===== src/wdt_regs.svh =====
// Register offsets, field positions, reset values and timing counts of the watchdog block.
// Included by the watchdog design file; holds definitions only.
`ifndef WDT_REGS_SVH
`define WDT_REGS_SVH

// Byte addresses of the two registers on the APB slave.
`define WDT_OFS_CAUSE 12'h000
`define WDT_OFS_CTRL 12'h004

// Reset-cause register field positions.
`define WDT_CAUSE_WD 3
`define WDT_CAUSE_BO 2
`define WDT_CAUSE_EXT 1
`define WDT_CAUSE_PO 0

// Watchdog control register field positions.
`define WDT_CTRL_TIF 7
`define WDT_CTRL_TIE 6
`define WDT_CTRL_PSC3 5
`define WDT_CTRL_CHANGE_ENABLE 4
`define WDT_CTRL_WDE 3

// Reset values: power-on sets only the power-on cause flag.
`define WDT_CAUSE_RST 4'h1
`define WDT_PSC_RST 4'h0

// Change-enable window in system clock cycles.
`define WDT_CHG_WINDOW 3'h4

// Highest valid prescaler code; codes above it are reserved.
`define WDT_PSC_MAX 4'h9

// Shortest time-out in oscillator cycles and the nominal oscillator rate.
`define WDT_BASE_CYCLES 2048
`define WDT_OSC_HZ 128000

`endif


===== src/wdt_pkg.sv =====
// Types shared by the watchdog block.
// Assumes nothing of its surroundings.
package wdt_pkg;

	// Action taken on time-out.
	typedef enum logic [1:0] {
		WDT_STOPPED,
		WDT_IRQ,
		WDT_RST,
		WDT_IRQ_RST
	} wdt_mode_e;

	// Stored fields of the watchdog control register.
	typedef struct packed {
		logic tif;
		logic tie;
		logic change_enable;
		logic system_reset_enable;
		logic [3:0] psc;
	} wdt_ctrl_s;

	// Reset-cause flags.
	typedef struct packed {
		logic wd;
		logic bo;
		logic ext;
		logic po;
	} wdt_cause_s;

endpackage


===== src/wdt_top.sv =====
// Watchdog timer with reset-cause flags, reached over an APB slave.
// Assumes arst_n_i is the power-on reset, core strobes are on clk_sys_i, and wdt_osc_i is a free slow clock.
//
// Local design decisions: the address map and the APB slave port.
`timescale 1ns/1ps

`include "wdt_regs.svh"

module wdt_top #(
	parameter int unsigned BASE_CYCLES = `WDT_BASE_CYCLES
) (
	input wire logic clk_sys_i,
	input wire logic arst_n_i,
	input wire logic [11:0] paddr_i,
	input wire logic psel_i,
	input wire logic penable_i,
	input wire logic pwrite_i,
	input wire logic [31:0] pwdata_i,
	output logic [31:0] prdata_o,
	output logic pready_o,
	output logic pslverr_o,
	input wire logic wdt_osc_i,
	input wire logic always_on_fuse_i,
	input wire logic global_irq_en_i,
	input wire logic restart_i,
	input wire logic vector_ack_i,
	input wire logic brownout_reset_i,
	input wire logic external_reset_i,
	output logic irq_o,
	output logic sys_reset_o
);

	logic osc_meta_ff;
	logic osc_sync_ff;
	logic osc_prev_ff;
	logic pready_ff;
	logic pslverr_ff;
	logic [31:0] prdata_ff;
	logic irq_ff;
	logic sys_reset_ff;
	logic [20:0] cnt_ff;
	logic [2:0] chg_cnt_ff;
	wdt_pkg::wdt_ctrl_s ctrl_ff;
	wdt_pkg::wdt_cause_s cause_ff;
	wdt_pkg::wdt_ctrl_s nxt_ctrl;
	wdt_pkg::wdt_cause_s nxt_cause;
	wdt_pkg::wdt_mode_e mode;
	logic [2:0] nxt_chg_cnt;
	logic [20:0] nxt_cnt;

	// Oscillator edge: only the second sync stage and its delayed copy are looked at.
	wire osc_tick = osc_sync_ff & ~osc_prev_ff;

	// APB decode; a write takes effect in the access cycle that sees pready high.
	wire apb_acc = psel_i & penable_i;
	wire apb_done = apb_acc & pready_ff;
	wire hit_cause = (paddr_i == `WDT_OFS_CAUSE);
	wire hit_ctrl = (paddr_i == `WDT_OFS_CTRL);
	wire wr_cause = apb_done & pwrite_i & hit_cause;
	wire wr_ctrl = apb_done & pwrite_i & hit_ctrl;
	wire nxt_pready = apb_acc & ~pready_ff;

	// Effective enables as software reads them; tie_rd also gates the interrupt request.
	wire fuse_prog = ~always_on_fuse_i;
	wire wde_rd = ctrl_ff.system_reset_enable | cause_ff.wd | fuse_prog;
	wire tie_rd = ctrl_ff.tie & ~fuse_prog;

	// Read images of both registers.
	wire [7:0] cause_rd = {4'h0, cause_ff};
	wire [7:0] ctrl_rd = {ctrl_ff.tif, tie_rd, ctrl_ff.psc[3], ctrl_ff.change_enable, wde_rd, ctrl_ff.psc[2:0]};
	wire [7:0] rd_sel = hit_cause ? cause_rd : (hit_ctrl ? ctrl_rd : 8'h00);

	// Time-out limit; reserved codes fall back to the longest period.
	wire [3:0] psc_eff = (ctrl_ff.psc > `WDT_PSC_MAX) ? `WDT_PSC_MAX : ctrl_ff.psc;
	wire [20:0] limit = 21'(BASE_CYCLES) << psc_eff;

	// Mode selection from the fuse and the two enables.
	always_comb begin
		if (fuse_prog) begin
			mode = wdt_pkg::WDT_RST;
		end else begin
			case ({ctrl_ff.system_reset_enable | cause_ff.wd, ctrl_ff.tie})
				2'b01: mode = wdt_pkg::WDT_IRQ;
				2'b10: mode = wdt_pkg::WDT_RST;
				2'b11: mode = wdt_pkg::WDT_IRQ_RST;
				default: mode = wdt_pkg::WDT_STOPPED;
			endcase
		end
	end

	// A count already past a shortened limit expires on the next oscillator edge.
	wire running = (mode != wdt_pkg::WDT_STOPPED);
	// A restart in the same cycle as the expiring edge wins, so a timely restart never fires.
	wire timeout = running & osc_tick & ~restart_i & (cnt_ff >= limit - 21'h1);
	wire irq_mode = (mode == wdt_pkg::WDT_IRQ);
	wire comb_mode = (mode == wdt_pkg::WDT_IRQ_RST);
	wire irq_set = timeout & (irq_mode | (comb_mode & ~ctrl_ff.tif));
	wire rst_fire = timeout & ((mode == wdt_pkg::WDT_RST) | (comb_mode & ctrl_ff.tif));
	wire sys_evt = sys_reset_ff | brownout_reset_i | external_reset_i;
	wire irq_cond = ctrl_ff.tif & tie_rd & global_irq_en_i;

	// Counter restarts on the restart strobe, any system reset, or while stopped.
	always_comb begin
		nxt_cnt = cnt_ff;
		if (restart_i | sys_evt | ~running) begin
			nxt_cnt = 21'h0;
		end else if (osc_tick) begin
			nxt_cnt = timeout ? 21'h0 : cnt_ff + 21'h1;
		end
	end

	// Reset-cause flags: hardware set wins over a software clear in the same cycle.
	always_comb begin
		nxt_cause = cause_ff;
		if (wr_cause) begin
			nxt_cause.wd = cause_ff.wd & pwdata_i[`WDT_CAUSE_WD];
			nxt_cause.bo = cause_ff.bo & pwdata_i[`WDT_CAUSE_BO];
			nxt_cause.ext = cause_ff.ext & pwdata_i[`WDT_CAUSE_EXT];
			nxt_cause.po = cause_ff.po & pwdata_i[`WDT_CAUSE_PO];
		end
		if (sys_reset_ff) begin
			nxt_cause.wd = 1'b1;
		end
		if (brownout_reset_i) begin
			nxt_cause.bo = 1'b1;
		end
		if (external_reset_i) begin
			nxt_cause.ext = 1'b1;
		end
	end

	// Control register update, timed sequence and hardware clearing.
	always_comb begin
		nxt_ctrl = ctrl_ff;
		nxt_chg_cnt = chg_cnt_ff;
		if (chg_cnt_ff != 3'h0) begin
			nxt_chg_cnt = chg_cnt_ff - 3'h1;
		end
		if (chg_cnt_ff == 3'h1) begin
			nxt_ctrl.change_enable = 1'b0;
		end
		if (wr_ctrl) begin
			if (pwdata_i[`WDT_CTRL_TIF]) begin
				nxt_ctrl.tif = 1'b0;
			end
			nxt_ctrl.tie = pwdata_i[`WDT_CTRL_TIE];
			nxt_ctrl.change_enable = pwdata_i[`WDT_CTRL_CHANGE_ENABLE];
			nxt_chg_cnt = pwdata_i[`WDT_CTRL_CHANGE_ENABLE] ? `WDT_CHG_WINDOW : 3'h0;
			if (pwdata_i[`WDT_CTRL_WDE]) begin
				nxt_ctrl.system_reset_enable = 1'b1;
			end else if (ctrl_ff.change_enable) begin
				nxt_ctrl.system_reset_enable = 1'b0;
			end
			if (ctrl_ff.change_enable) begin
				nxt_ctrl.psc = {pwdata_i[`WDT_CTRL_PSC3], pwdata_i[2:0]};
			end
		end
		if (vector_ack_i) begin
			nxt_ctrl.tif = 1'b0;
			if (comb_mode) begin
				nxt_ctrl.tie = 1'b0;
			end
		end
		if (irq_set) begin
			nxt_ctrl.tif = 1'b1;
		end
		if (sys_evt) begin
			nxt_ctrl = '{tif: 1'b0, tie: 1'b0, change_enable: 1'b0, system_reset_enable: 1'b0, psc: `WDT_PSC_RST};
			nxt_chg_cnt = 3'h0;
		end
	end

	// Oscillator synchroniser.
	always_ff @(posedge clk_sys_i or negedge arst_n_i) begin
		if (!arst_n_i) begin
			osc_meta_ff <= 1'b0;
			osc_sync_ff <= 1'b0;
			osc_prev_ff <= 1'b0;
		end else begin
			osc_meta_ff <= wdt_osc_i;
			osc_sync_ff <= osc_meta_ff;
			osc_prev_ff <= osc_sync_ff;
		end
	end

	// APB answer: one wait state, read data and error latched on the same edge that raises pready.
	always_ff @(posedge clk_sys_i or negedge arst_n_i) begin
		if (!arst_n_i) begin
			pready_ff <= 1'b0;
			pslverr_ff <= 1'b0;
			prdata_ff <= 32'h0;
		end else begin
			pready_ff <= nxt_pready;
			if (nxt_pready) begin
				pslverr_ff <= ~(hit_cause | hit_ctrl);
				prdata_ff <= pwrite_i ? 32'h0 : {24'h0, rd_sel};
			end
		end
	end

	// Watchdog state; power-on leaves only the power-on flag set.
	always_ff @(posedge clk_sys_i or negedge arst_n_i) begin
		if (!arst_n_i) begin
			cnt_ff <= 21'h0;
			chg_cnt_ff <= 3'h0;
			ctrl_ff <= '{tif: 1'b0, tie: 1'b0, change_enable: 1'b0, system_reset_enable: 1'b0, psc: `WDT_PSC_RST};
			cause_ff <= `WDT_CAUSE_RST;
			irq_ff <= 1'b0;
			sys_reset_ff <= 1'b0;
		end else begin
			cnt_ff <= nxt_cnt;
			chg_cnt_ff <= nxt_chg_cnt;
			ctrl_ff <= nxt_ctrl;
			cause_ff <= nxt_cause;
			irq_ff <= irq_cond;
			sys_reset_ff <= rst_fire;
		end
	end

	assign prdata_o = prdata_ff;
	assign pready_o = pready_ff;
	assign pslverr_o = pslverr_ff;
	assign irq_o = irq_ff;
	assign sys_reset_o = sys_reset_ff;

	// Checks on cause flags.
	a_cause_wd_set:
	assert property (@(posedge clk_sys_i) disable iff (!arst_n_i) sys_reset_o |=> cause_ff.wd)
		else $error("watchdog cause flag not set after watchdog reset");

	a_cause_bo_set:
	assert property (@(posedge clk_sys_i) disable iff (!arst_n_i) brownout_reset_i |=> cause_ff.bo)
		else $error("brown-out cause flag not set");

	a_cause_ext_set:
	assert property (@(posedge clk_sys_i) disable iff (!arst_n_i) external_reset_i |=> cause_ff.ext)
		else $error("external cause flag not set");

	a_cause_po_hold:
	assert property (@(posedge clk_sys_i) disable iff (!arst_n_i) cause_ff.po && !wr_cause |=> cause_ff.po)
		else $error("power-on flag lost without a write");

	a_rsvd_read_zero:
	assert property (@(posedge clk_sys_i) disable iff (!arst_n_i)
		apb_done && !pwrite_i && hit_cause |-> prdata_o[31:4] == 28'h0)
		else $error("reserved cause bits read non-zero");

	// Checks on the timed change sequence and on the reset enable read forced by the watchdog cause flag.
	a_change_enable_four_cycles:
	assert property (@(posedge clk_sys_i) disable iff (!arst_n_i)
		(wr_ctrl && pwdata_i[`WDT_CTRL_CHANGE_ENABLE] && !sys_evt) ##1 (!wr_ctrl && !sys_evt)[*4] |=> !ctrl_ff.change_enable)
		else $error("change enable did not clear after four cycles");

	a_wde_clear_locked:
	assert property (@(posedge clk_sys_i) disable iff (!arst_n_i)
		wr_ctrl && !pwdata_i[`WDT_CTRL_WDE] && !ctrl_ff.change_enable && ctrl_ff.system_reset_enable && !sys_evt |=> ctrl_ff.system_reset_enable)
		else $error("reset enable cleared without change enable");

	a_psc_locked:
	assert property (@(posedge clk_sys_i) disable iff (!arst_n_i)
		wr_ctrl && !ctrl_ff.change_enable && !sys_evt |=> $stable(ctrl_ff.psc))
		else $error("prescaler changed without change enable");

	a_wde_forced:
	assert property (@(posedge clk_sys_i) disable iff (!arst_n_i)
		apb_done && !pwrite_i && hit_ctrl && $past(cause_ff.wd, 2) && cause_ff.wd |-> prdata_o[`WDT_CTRL_WDE])
		else $error("reset enable read clear while watchdog cause flag set");

	// Checks on time-out actions and the interrupt request.
	a_irq_gate:
	assert property (@(posedge clk_sys_i) disable iff (!arst_n_i)
		irq_o |-> $past(ctrl_ff.tif) && $past(ctrl_ff.tie) && $past(global_irq_en_i))
		else $error("interrupt requested without flag and enables");

	a_vector_clears:
	assert property (@(posedge clk_sys_i) disable iff (!arst_n_i)
		vector_ack_i && !irq_set |=> !ctrl_ff.tif ##1 !irq_o)
		else $error("vector execution did not clear the interrupt flag");

	a_combined_ack:
	assert property (@(posedge clk_sys_i) disable iff (!arst_n_i)
		vector_ack_i && comb_mode && !sys_evt |=> !ctrl_ff.tie)
		else $error("combined mode vector did not clear interrupt enable");

	a_second_timeout:
	assert property (@(posedge clk_sys_i) disable iff (!arst_n_i)
		timeout && comb_mode && ctrl_ff.tif |=> sys_reset_o ##1 !sys_reset_o)
		else $error("second combined time-out gave no system reset");

	a_fuse_reset:
	assert property (@(posedge clk_sys_i) disable iff (!arst_n_i)
		timeout && fuse_prog |=> sys_reset_o && !ctrl_ff.tif)
		else $error("programmed fuse time-out gave no reset");

	a_reset_pulse:
	assert property (@(posedge clk_sys_i) disable iff (!arst_n_i) $rose(sys_reset_o) |=> !sys_reset_o)
		else $error("system reset pulse longer than one cycle");

	a_restart_zero:
	assert property (@(posedge clk_sys_i) disable iff (!arst_n_i) restart_i |=> cnt_ff == 21'h0 && !sys_reset_o)
		else $error("restart did not clear the counter");

endmodule


===== config.mk =====
export PLATFORM = sky130hd
export DESIGN_NAME = wdt_top
export DESIGN_NICKNAME = d
export VERILOG_FILES = /design/src/wdt_pkg.sv /design/src/wdt_top.sv
export VERILOG_INCLUDE_DIRS = /design/src
export SDC_FILE = /design/constraint.sdc
export NUM_CORES = 1
export LEC_CHECK = 0
export ABC_CLOCK_PERIOD_IN_PS = 3200
export BUFFER_PORTS_ARGS = -buffer_cell sky130_fd_sc_hd__buf_2
export CORE_UTILIZATION = 46
export DETAILED_ROUTE_END_ITERATION = 12
export HOLD_SLACK_MARGIN = 0.06
export MAX_ROUTING_LAYER = met4
export PLACE_DENSITY_LB_ADDON = 0.1
export SLEW_MARGIN = 15
export SYNTH_ARGS = -nofsm -noshare
export SYNTH_HDL_FRONTEND = slang
export SYNTH_SLANG_ARGS = --single-unit

===== constraint.sdc =====
create_clock -name clk_sys_i -period 3.2 [get_ports clk_sys_i]
set_input_delay 0.32 -clock clk_sys_i [delete_from_list [all_inputs] [get_ports clk_sys_i]]
set_output_delay 0.32 -clock clk_sys_i [all_outputs]
set_load 0.02 [all_outputs]

---- Word level (Yosys, flattened, before mapping) ----
Index checks and enable logic that the tools add are counted.
word-level totals
  bits of input ports ..................... 56
  logic and storage cells ................. 114
  output and inout bits ................... 36
  register bits after elaboration ......... 75
operators by class
  multiplexer cells ....................... 27
  $lt $le $gt $ge ......................... 2
  equality and inequality tests ........... 8
  shift operators ......................... 1
  bitwise gates (word level) .............. 37
  reduce and logical (&&, ||, !) cells .... 17
  add/subtract/negate cells ............... 3
operator list
  kind                   number
  $mux 21                3
  $mux 8                 5
  $add 21x1->21 const B  1
  $and 1x1->1            21
  $ge 21x21->1           1
  $shl 12x4->21 const A  1
  $sub 21x1->21 const B  1
  $reduce_bool 2->1      7
  $eq 12x3->1 const B    1
  $logic_not 12->1       1
  $mux 3                 4
  $mux 4                 3
  $reduce_bool 3->1      4
  $mux 1                 9
  $or 1x1->1             9
  $eq 2x2->1 const B     4
  $reduce_bool 4->1      2
  $not 1->1              7
  $pmux 2 s3             1
  $reduce_and 2->1       3
  $eq 2x1->1 const B     2
  $gt 4x4->1 const B     1
  $mux 2                 2
  $eq 3x1->1 const B     1
  $sub 3x1->3 const B    1

---- Logic depth before layout (Yosys ltp) ----
  depth after elaboration ................. 11
  depth in mapped cells ................... 14
  gate-level depth less buffers ........... 12

---- Worst setup path after synthesis ----
Ideal clock, no wire load.
  path kind ............................... reg-to-reg
  start point ............................. register ctrl_ff[0] in the netlist's numbering
  end point ............................... register cnt_ff[10]
  buffers on the path ..................... 1
  data required time ...................... 3.068 ns
  stages on the path, launching flop included .. 14
  setup time .............................. 0.132 ns
  arrival ................................. 2.939 ns
  clock period less this slack ............ 3.071 ns
  setup slack ............................. 0.129 ns
  cell sequence ........................... dfrtp_1 -> or2_2 -> nand2b_1 -> ha_1 -> nor3_1 -> a21o_1 -> a32oi_1 -> ha_1 -> nand4_1 -> nor4_1 -> a211oi_1 -> a31oi_2 -> clkbuf_1 -> nor2_1
on the way
  longest elaborated chain between the ends .. 9
RTL lines
  what                      line            RTL
  start: declaration        wdt_top.sv:43   wdt_pkg::wdt_ctrl_s ctrl_ff;
  start signal: assignment  wdt_top.sv:206  ctrl_ff <= '{tif: 1'b0, tie: 1'b0, change_enable: 1'b0, system_reset_enable: 1'b0, psc: `WDT_PSC_RST};
  start signal: assignment  wdt_top.sv:213  ctrl_ff <= nxt_ctrl;
  $gt 4x4->1 (no line)      n/a
  $mux 4 *                  wdt_top.sv:74   wire [3:0] psc_eff = (ctrl_ff.psc > `WDT_PSC_MAX) ? `WDT_PSC_MAX : ctrl_ff.psc;
  $shl 12x4->21 *           wdt_top.sv:75   wire [20:0] limit = 21'(BASE_CYCLES) << psc_eff;
  $sub 21x1->21 *           wdt_top.sv:94   wire timeout = running & osc_tick & ~restart_i & (cnt_ff >= limit - 21'h1);
  $ge 21x21->1 *            wdt_top.sv:94
  $and 1x1->1 *             wdt_top.sv:94
  $mux 21 *                 wdt_top.sv:108  nxt_cnt = timeout ? 21'h0 : cnt_ff + 21'h1;
  $mux 21 *                 wdt_top.sv:107  end else if (osc_tick) begin
  $mux 21 *                 wdt_top.sv:105  if (restart_i | sys_evt | ~running) begin
  end signal: assignment    wdt_top.sv:211  cnt_ff <= nxt_cnt;
  end: declaration          wdt_top.sv:41   logic [20:0] cnt_ff;
Mark *: on every way between the ends. The rest lies on a longest branch, timed or not. The select of a mux whose other input is x is not followed.
A chain may end at the register's enable or synchronous reset.

---- Final worst setup path ----
  start point ............................. register ctrl_ff[0] in the netlist's numbering
  end point ............................... register ctrl_ff[7] in the netlist's numbering
on the way
  longest elaborated chain between the ends .. 9
  elaborated cells on any way between the ends .. 12
  classes of those cells .................. add/sub: 1; order compare: 2; shift: 1; mux: 3; bitwise: 2; reduce/logical: 3
RTL lines
  what                                                   line           RTL
  $gt 4x4->1 (no line)                                   n/a
  $mux 4 *                                               wdt_top.sv:74
  $shl 12x4->21 *                                        wdt_top.sv:75
  $sub 21x1->21 *                                        wdt_top.sv:94
  $ge 21x21->1 *                                         wdt_top.sv:94
  $and 1x1->1 *                                          wdt_top.sv:94
  $and 1x1->1 *                                          wdt_top.sv:97  wire irq_set = timeout & (irq_mode | (comb_mode & ~ctrl_ff.tif));
  $reduce_bool 4->1 (no line) or $mux 1 (tied branches)  n/a
  $reduce_and 2->1 (no line) or $mux 8 (tied branches)   n/a
Mark *: on every way between the ends. The rest lies on a longest branch, timed or not.

==> qor.tcl <==
set qor(run_status) {complete, no violations}
set qor(period_minus_slack_ns) 3.009
set qor(cts.htree.levels) 2
set qor(dieArea_mm2) 0.006763
set qor(worst_ep_arrival_time_ns) 3.22
set qor(synth-compound-area-share_pct) 10.82
set qor(clock_power_share_pct) 33.9
set qor(clock-sinks) 51
set qor(finalNonFillerCells) 427
set qor(antenna_cells) 0
set qor(fp.dieH_um) 82.24
set qor(dr_wl_met2_um) 2647
set qor(syn-cell-area_mm2) 0.002962
set qor(finalClockSkew_ns) 0.01127
set qor(synth_area_in_xor_xnor_pct) 5.915
set qor(grt_first_pass_wirelength_um) 9535
set qor(report.final.slew_viol_count) 0
set qor(timing.critical_path.fanout_max) 4
set qor(total_congestion_overflow_after_global_routing) 0
set qor(grt_util_all_layers_pct) 19.24
set qor(wl_per_cell_um) 13.67
set qor(maxSlewHeadroom_pct) 44.58
set qor(setup.worst_path.end_class) {flop}
set qor(layout_cells_sized_above_1_pct) 19.60
set qor(area_fraction_of_the_dominant_cell_type_after_synthesis_pct) 42.25
set qor(initial_core_util_pct) 48.86
set qor(worst_setup_path_startpoint) {ctrl_ff[0]$_DFFE_PN0P_}
set qor(report.power.total_mw) 1.128
set qor(avgViaCountPerCell) 5.258
set qor(transition_time_at_the_pin_with_the_least_slew_margin_ns) 0.8250
set qor(sequentialPowerShare_pct) 57.7
set qor(detail-route-antenna-nets) 0
set qor(routed-via-count) 2245
set qor(p_sw_share_pct) 26.54
set qor(total_switching_power_mw) 0.2993
set qor(end_of_flow_core_utilization_pct) 53.86
set qor(met3WireLength_um) 255
set qor(timing.final.crit_share_pct) 94.04
set qor(syn-instance-count) 306
set qor(vdd.ir_drop.worst_mv) 0.1859
set qor(finalSetupViolations) 0
set qor(pwr_density_cell_mw_per_mm2) 345.4
set qor(min_path_type) {input pin to async pin}
set qor(timing.critical_path.slowest_cell_delay_ns) 0.38
set qor(drcViolationCount) 0
set qor(clk_pin_slew_ns) 0.10
set qor(dp.cells) 419
set qor(synth_ff_type) {dfrtp_1}
set qor(m1WireLength_um) 2897
set qor(hold_violations) 0
set qor(detailed_place_hpwl_um) 4354
set qor(synth_edf_count) 0
set qor(total_leakage_power_nw) 1.539
set qor(seq_area_frac_synth_pct) 43.13
set qor(rows) 28
set qor(cts-buffers-inserted) 5
set qor(synth.lib_cells_used.distinct) 51
set qor(io_buffers) 43
set qor(comb_power_share_pct) 8.4
set qor(asyncSetResetFlopFracSynth_pct) 100.0
set qor(yosysMostFrequentCell) {dfrtp_1}
set qor(crit_slowest_cell) {dfrtp_1}
set qor(total_wire_length_um) 5838
set qor(critical_path.startpoint_type) {flop}
set qor(synthSimpleGateAreaFrac_pct) 22.26
set qor(synth_fa_ha_area_share_pct) 6.337
set qor(totalNegativeSetupSlack_ns) 0
set qor(internal-power_mw) 0.8283
set qor(grt_start_max_net_pins) 33
set qor(maximum_clock_frequency_mhz) 332.3
set qor(cts.root.buffer_cell) {clkbuf_8}
set qor(grt_antenna_before_repair) 0
set qor(dominant_combinational_cell_family_by_area_after_synthesis) {simple AND/OR/NAND/NOR gates}
set qor(fin_nets) 422
set qor(syn2layout_area_growth_pct) 10.22
set qor(synth.mux.area_fraction_pct) 2.028
set qor(synth_top_cells_by_area) {dfrtp_1 42%, ha_1 6.3%, buf_4 6.1%, xor2_1 4.7%, nor2_1 3.7%}
set qor(synth.ff_latch_count) 51
set qor(tritonroute_pass_1_iters) 4
set qor(critical_path.cell_chain) {or2_2 -> nand2b_1 -> ha_1 -> nor3_1 -> a21o_1 -> a32oi_1 -> ha_1 -> nand4_1 -> nor4_2 -> a211oi_2 -> and2_1 -> o41ai_1}
set qor(grt_pass1_vias) 2077
set qor(cts_buffer_depth) 2
set qor(detail_route.iter0.violations) 84
set qor(tritoncts) {built}
set qor(worstSetupPathType) {flop to flop}
set qor(cap_violations) 0
set qor(cts_post_setup_buffers_inserted) 0
set qor(cp.required_ns) 3.41
set qor(hold_ws_ns) 0.05655
set qor(count_of_yosys_warnings_during_synthesis) 0
set qor(synth.cells.most_frequent) {50 x dfrtp_1, 29 x nor2_1, 24 x buf_4}
set qor(design.portCount) 92
set qor(place.gp.congestion) 0.7727
set qor(critical_register_to_register_path_startpoint) {ctrl_ff[0]$_DFFE_PN0P_}
set qor(syn_area_per_cell_um2) 9.678
set qor(core_area_mm2) 0.006061
set qor(critical_path.most_common_cell) {ha_1}
set qor(synth_area_leader_cell) {dfrtp_1}
set qor(worstSkewPairLatency_ns) 0.31
set qor(die_w_um) 82.24
set qor(top_layer) {met4}
==> power groups by stage <==
| stage | sequential [mW] | combinational (mW) | clock (mW) |
|---|---|---|---|
| CTS | 0.651 | 0.0949 | 0.394 |
| global route | 0.652 | 0.107 | 0.420 |
| finish | 0.651 | 0.0946 | 0.382 |
| floorplan | 0.667 | 0.0718 | 0 |
| detailed placement | 0.664 | 0.0949 | 0 |
| global placement | 0.664 | 0.0941 | 0 |
==> flip-flops by register name, summed over array words and instances (netlist names) <==
| signal | count |
|---|---|
| irq_o | 1 |
| prdata_o | 8 |
| ctrl_ff | 8 |
| pslverr_o | 1 |
| sys_reset_o | 1 |
| cause_ff | 4 |
| cnt_ff | 21 |
| osc_prev_ff | 1 |
| osc_meta_ff | 1 |
| osc_sync_ff | 1 |
| pready_o | 1 |
| chg_cnt_ff | 3 |
==> layout by cell type, fill, tap and decap left out, types with 5 or more instances in the layout <==
cell type | synthesis | routed
nand3_1 | 13 | 13
nand3b_1 | 5 | 5
nand4_1 | 11 | 11
conb_1 | 2 | 25
nor3_1 | 9 | 8
mux2i_1 | 6 | 6
and3_1 | 7 | 7
clkbuf_8 | 0 | 5
dfrtp_1 | 50 | 50
o21ai_0 | 10 | 10
ha_1 | 15 | 15
nand2b_1 | 7 | 7
nand2_1 | 21 | 21
inv_1 | 10 | 10
nor2_1 | 29 | 28
xor2_1 | 16 | 16
buf_4 | 24 | 5
buf_2 | 0 | 43
a21oi_1 | 9 | 9
==> final timing paths <==
| check | cells past startpoint | slack [ns] | to |
|---|---|---|---|
| min | 1 | 0.06 | ctrl_ff[5]$_DFFE_PN0P_ |
| min reg2reg | 0 | 0.37 | osc_sync_ff$_DFF_PN0_ |
| min in group clk_sys_i | 1 | 0.10 | osc_meta_ff$_DFF_PN0_ |
| max | 12 | 0.19 | ctrl_ff[7]$_DFFE_PN0P_ |
| max in group asynchronous | 2 | 2.33 | cause_ff[0]$_DFFE_PN1P_ |
| max reg2reg | 12 | 0.19 | ctrl_ff[7]$_DFFE_PN0P_ |
==> logic make-up (layout without fill, tap and decap cells) <==
family | after synthesis | count (layout)
mux | 6 | 6
xor+xnor | 20 | 20
buf+inv | 43 | 66
fa+ha+maj | 15 | 15
compound gates | 46 | 46
other cells | 2 | 25
simple gates | 123 | 123
flops | 51 | 51
==> repair_timing <==
action,in CTS,in global routing
resized for setup,0,3
hold buffers,0,0
setup endpoints to repair,0,19
==> cell type report <==
class / count / area [um^2]
repair buffers: 48 / 252.7
multi-input cells: 235 / 1515
well taps: 75 / 93.84
clock inverters: 3 / 18.77
clock buffers: 5 / 68.82
inverters: 10 / 37.54
fillers: 572 / 2796
flip-flops and latches: 51 / 1277
==> critical path: cells and delay by family (launching register included) <==
kind / cells / cell delay [ns]
AOI/OAI and AO/OA: 4 / 0.68
and+or+nand+nor: 6 / 1.30
DFF: 1 / 0.38
adders and majority gates: 2 / 0.56
==> routing by layer <==
layer | up-vias | global-route usage [%]
li1 | 1125 | -
met1 | 1058 | 25.14
met2 | 58 | 30.50
met3 | 4 | 4.615
met4 | 0 | 3.684
met5 | - | -
==> per-stage QoR <==
| stage | cell area [um^2] | setup slack, ns |
|---|---|---|
| 2_1_floorplan | 3048 | 0.1289 |
| 6_report | 3264 | 0.1908 |
| 3_5_place_dp | 3158 | 0.1617 |
| 5_1_grt | 3264 | -0.007905 |
| 4_1_cts | 3246 | 0.1446 |
| 3_3_place_gp | 3158 | 0.2371 |
No activity file was read; power rests on OpenSTA's default activity.
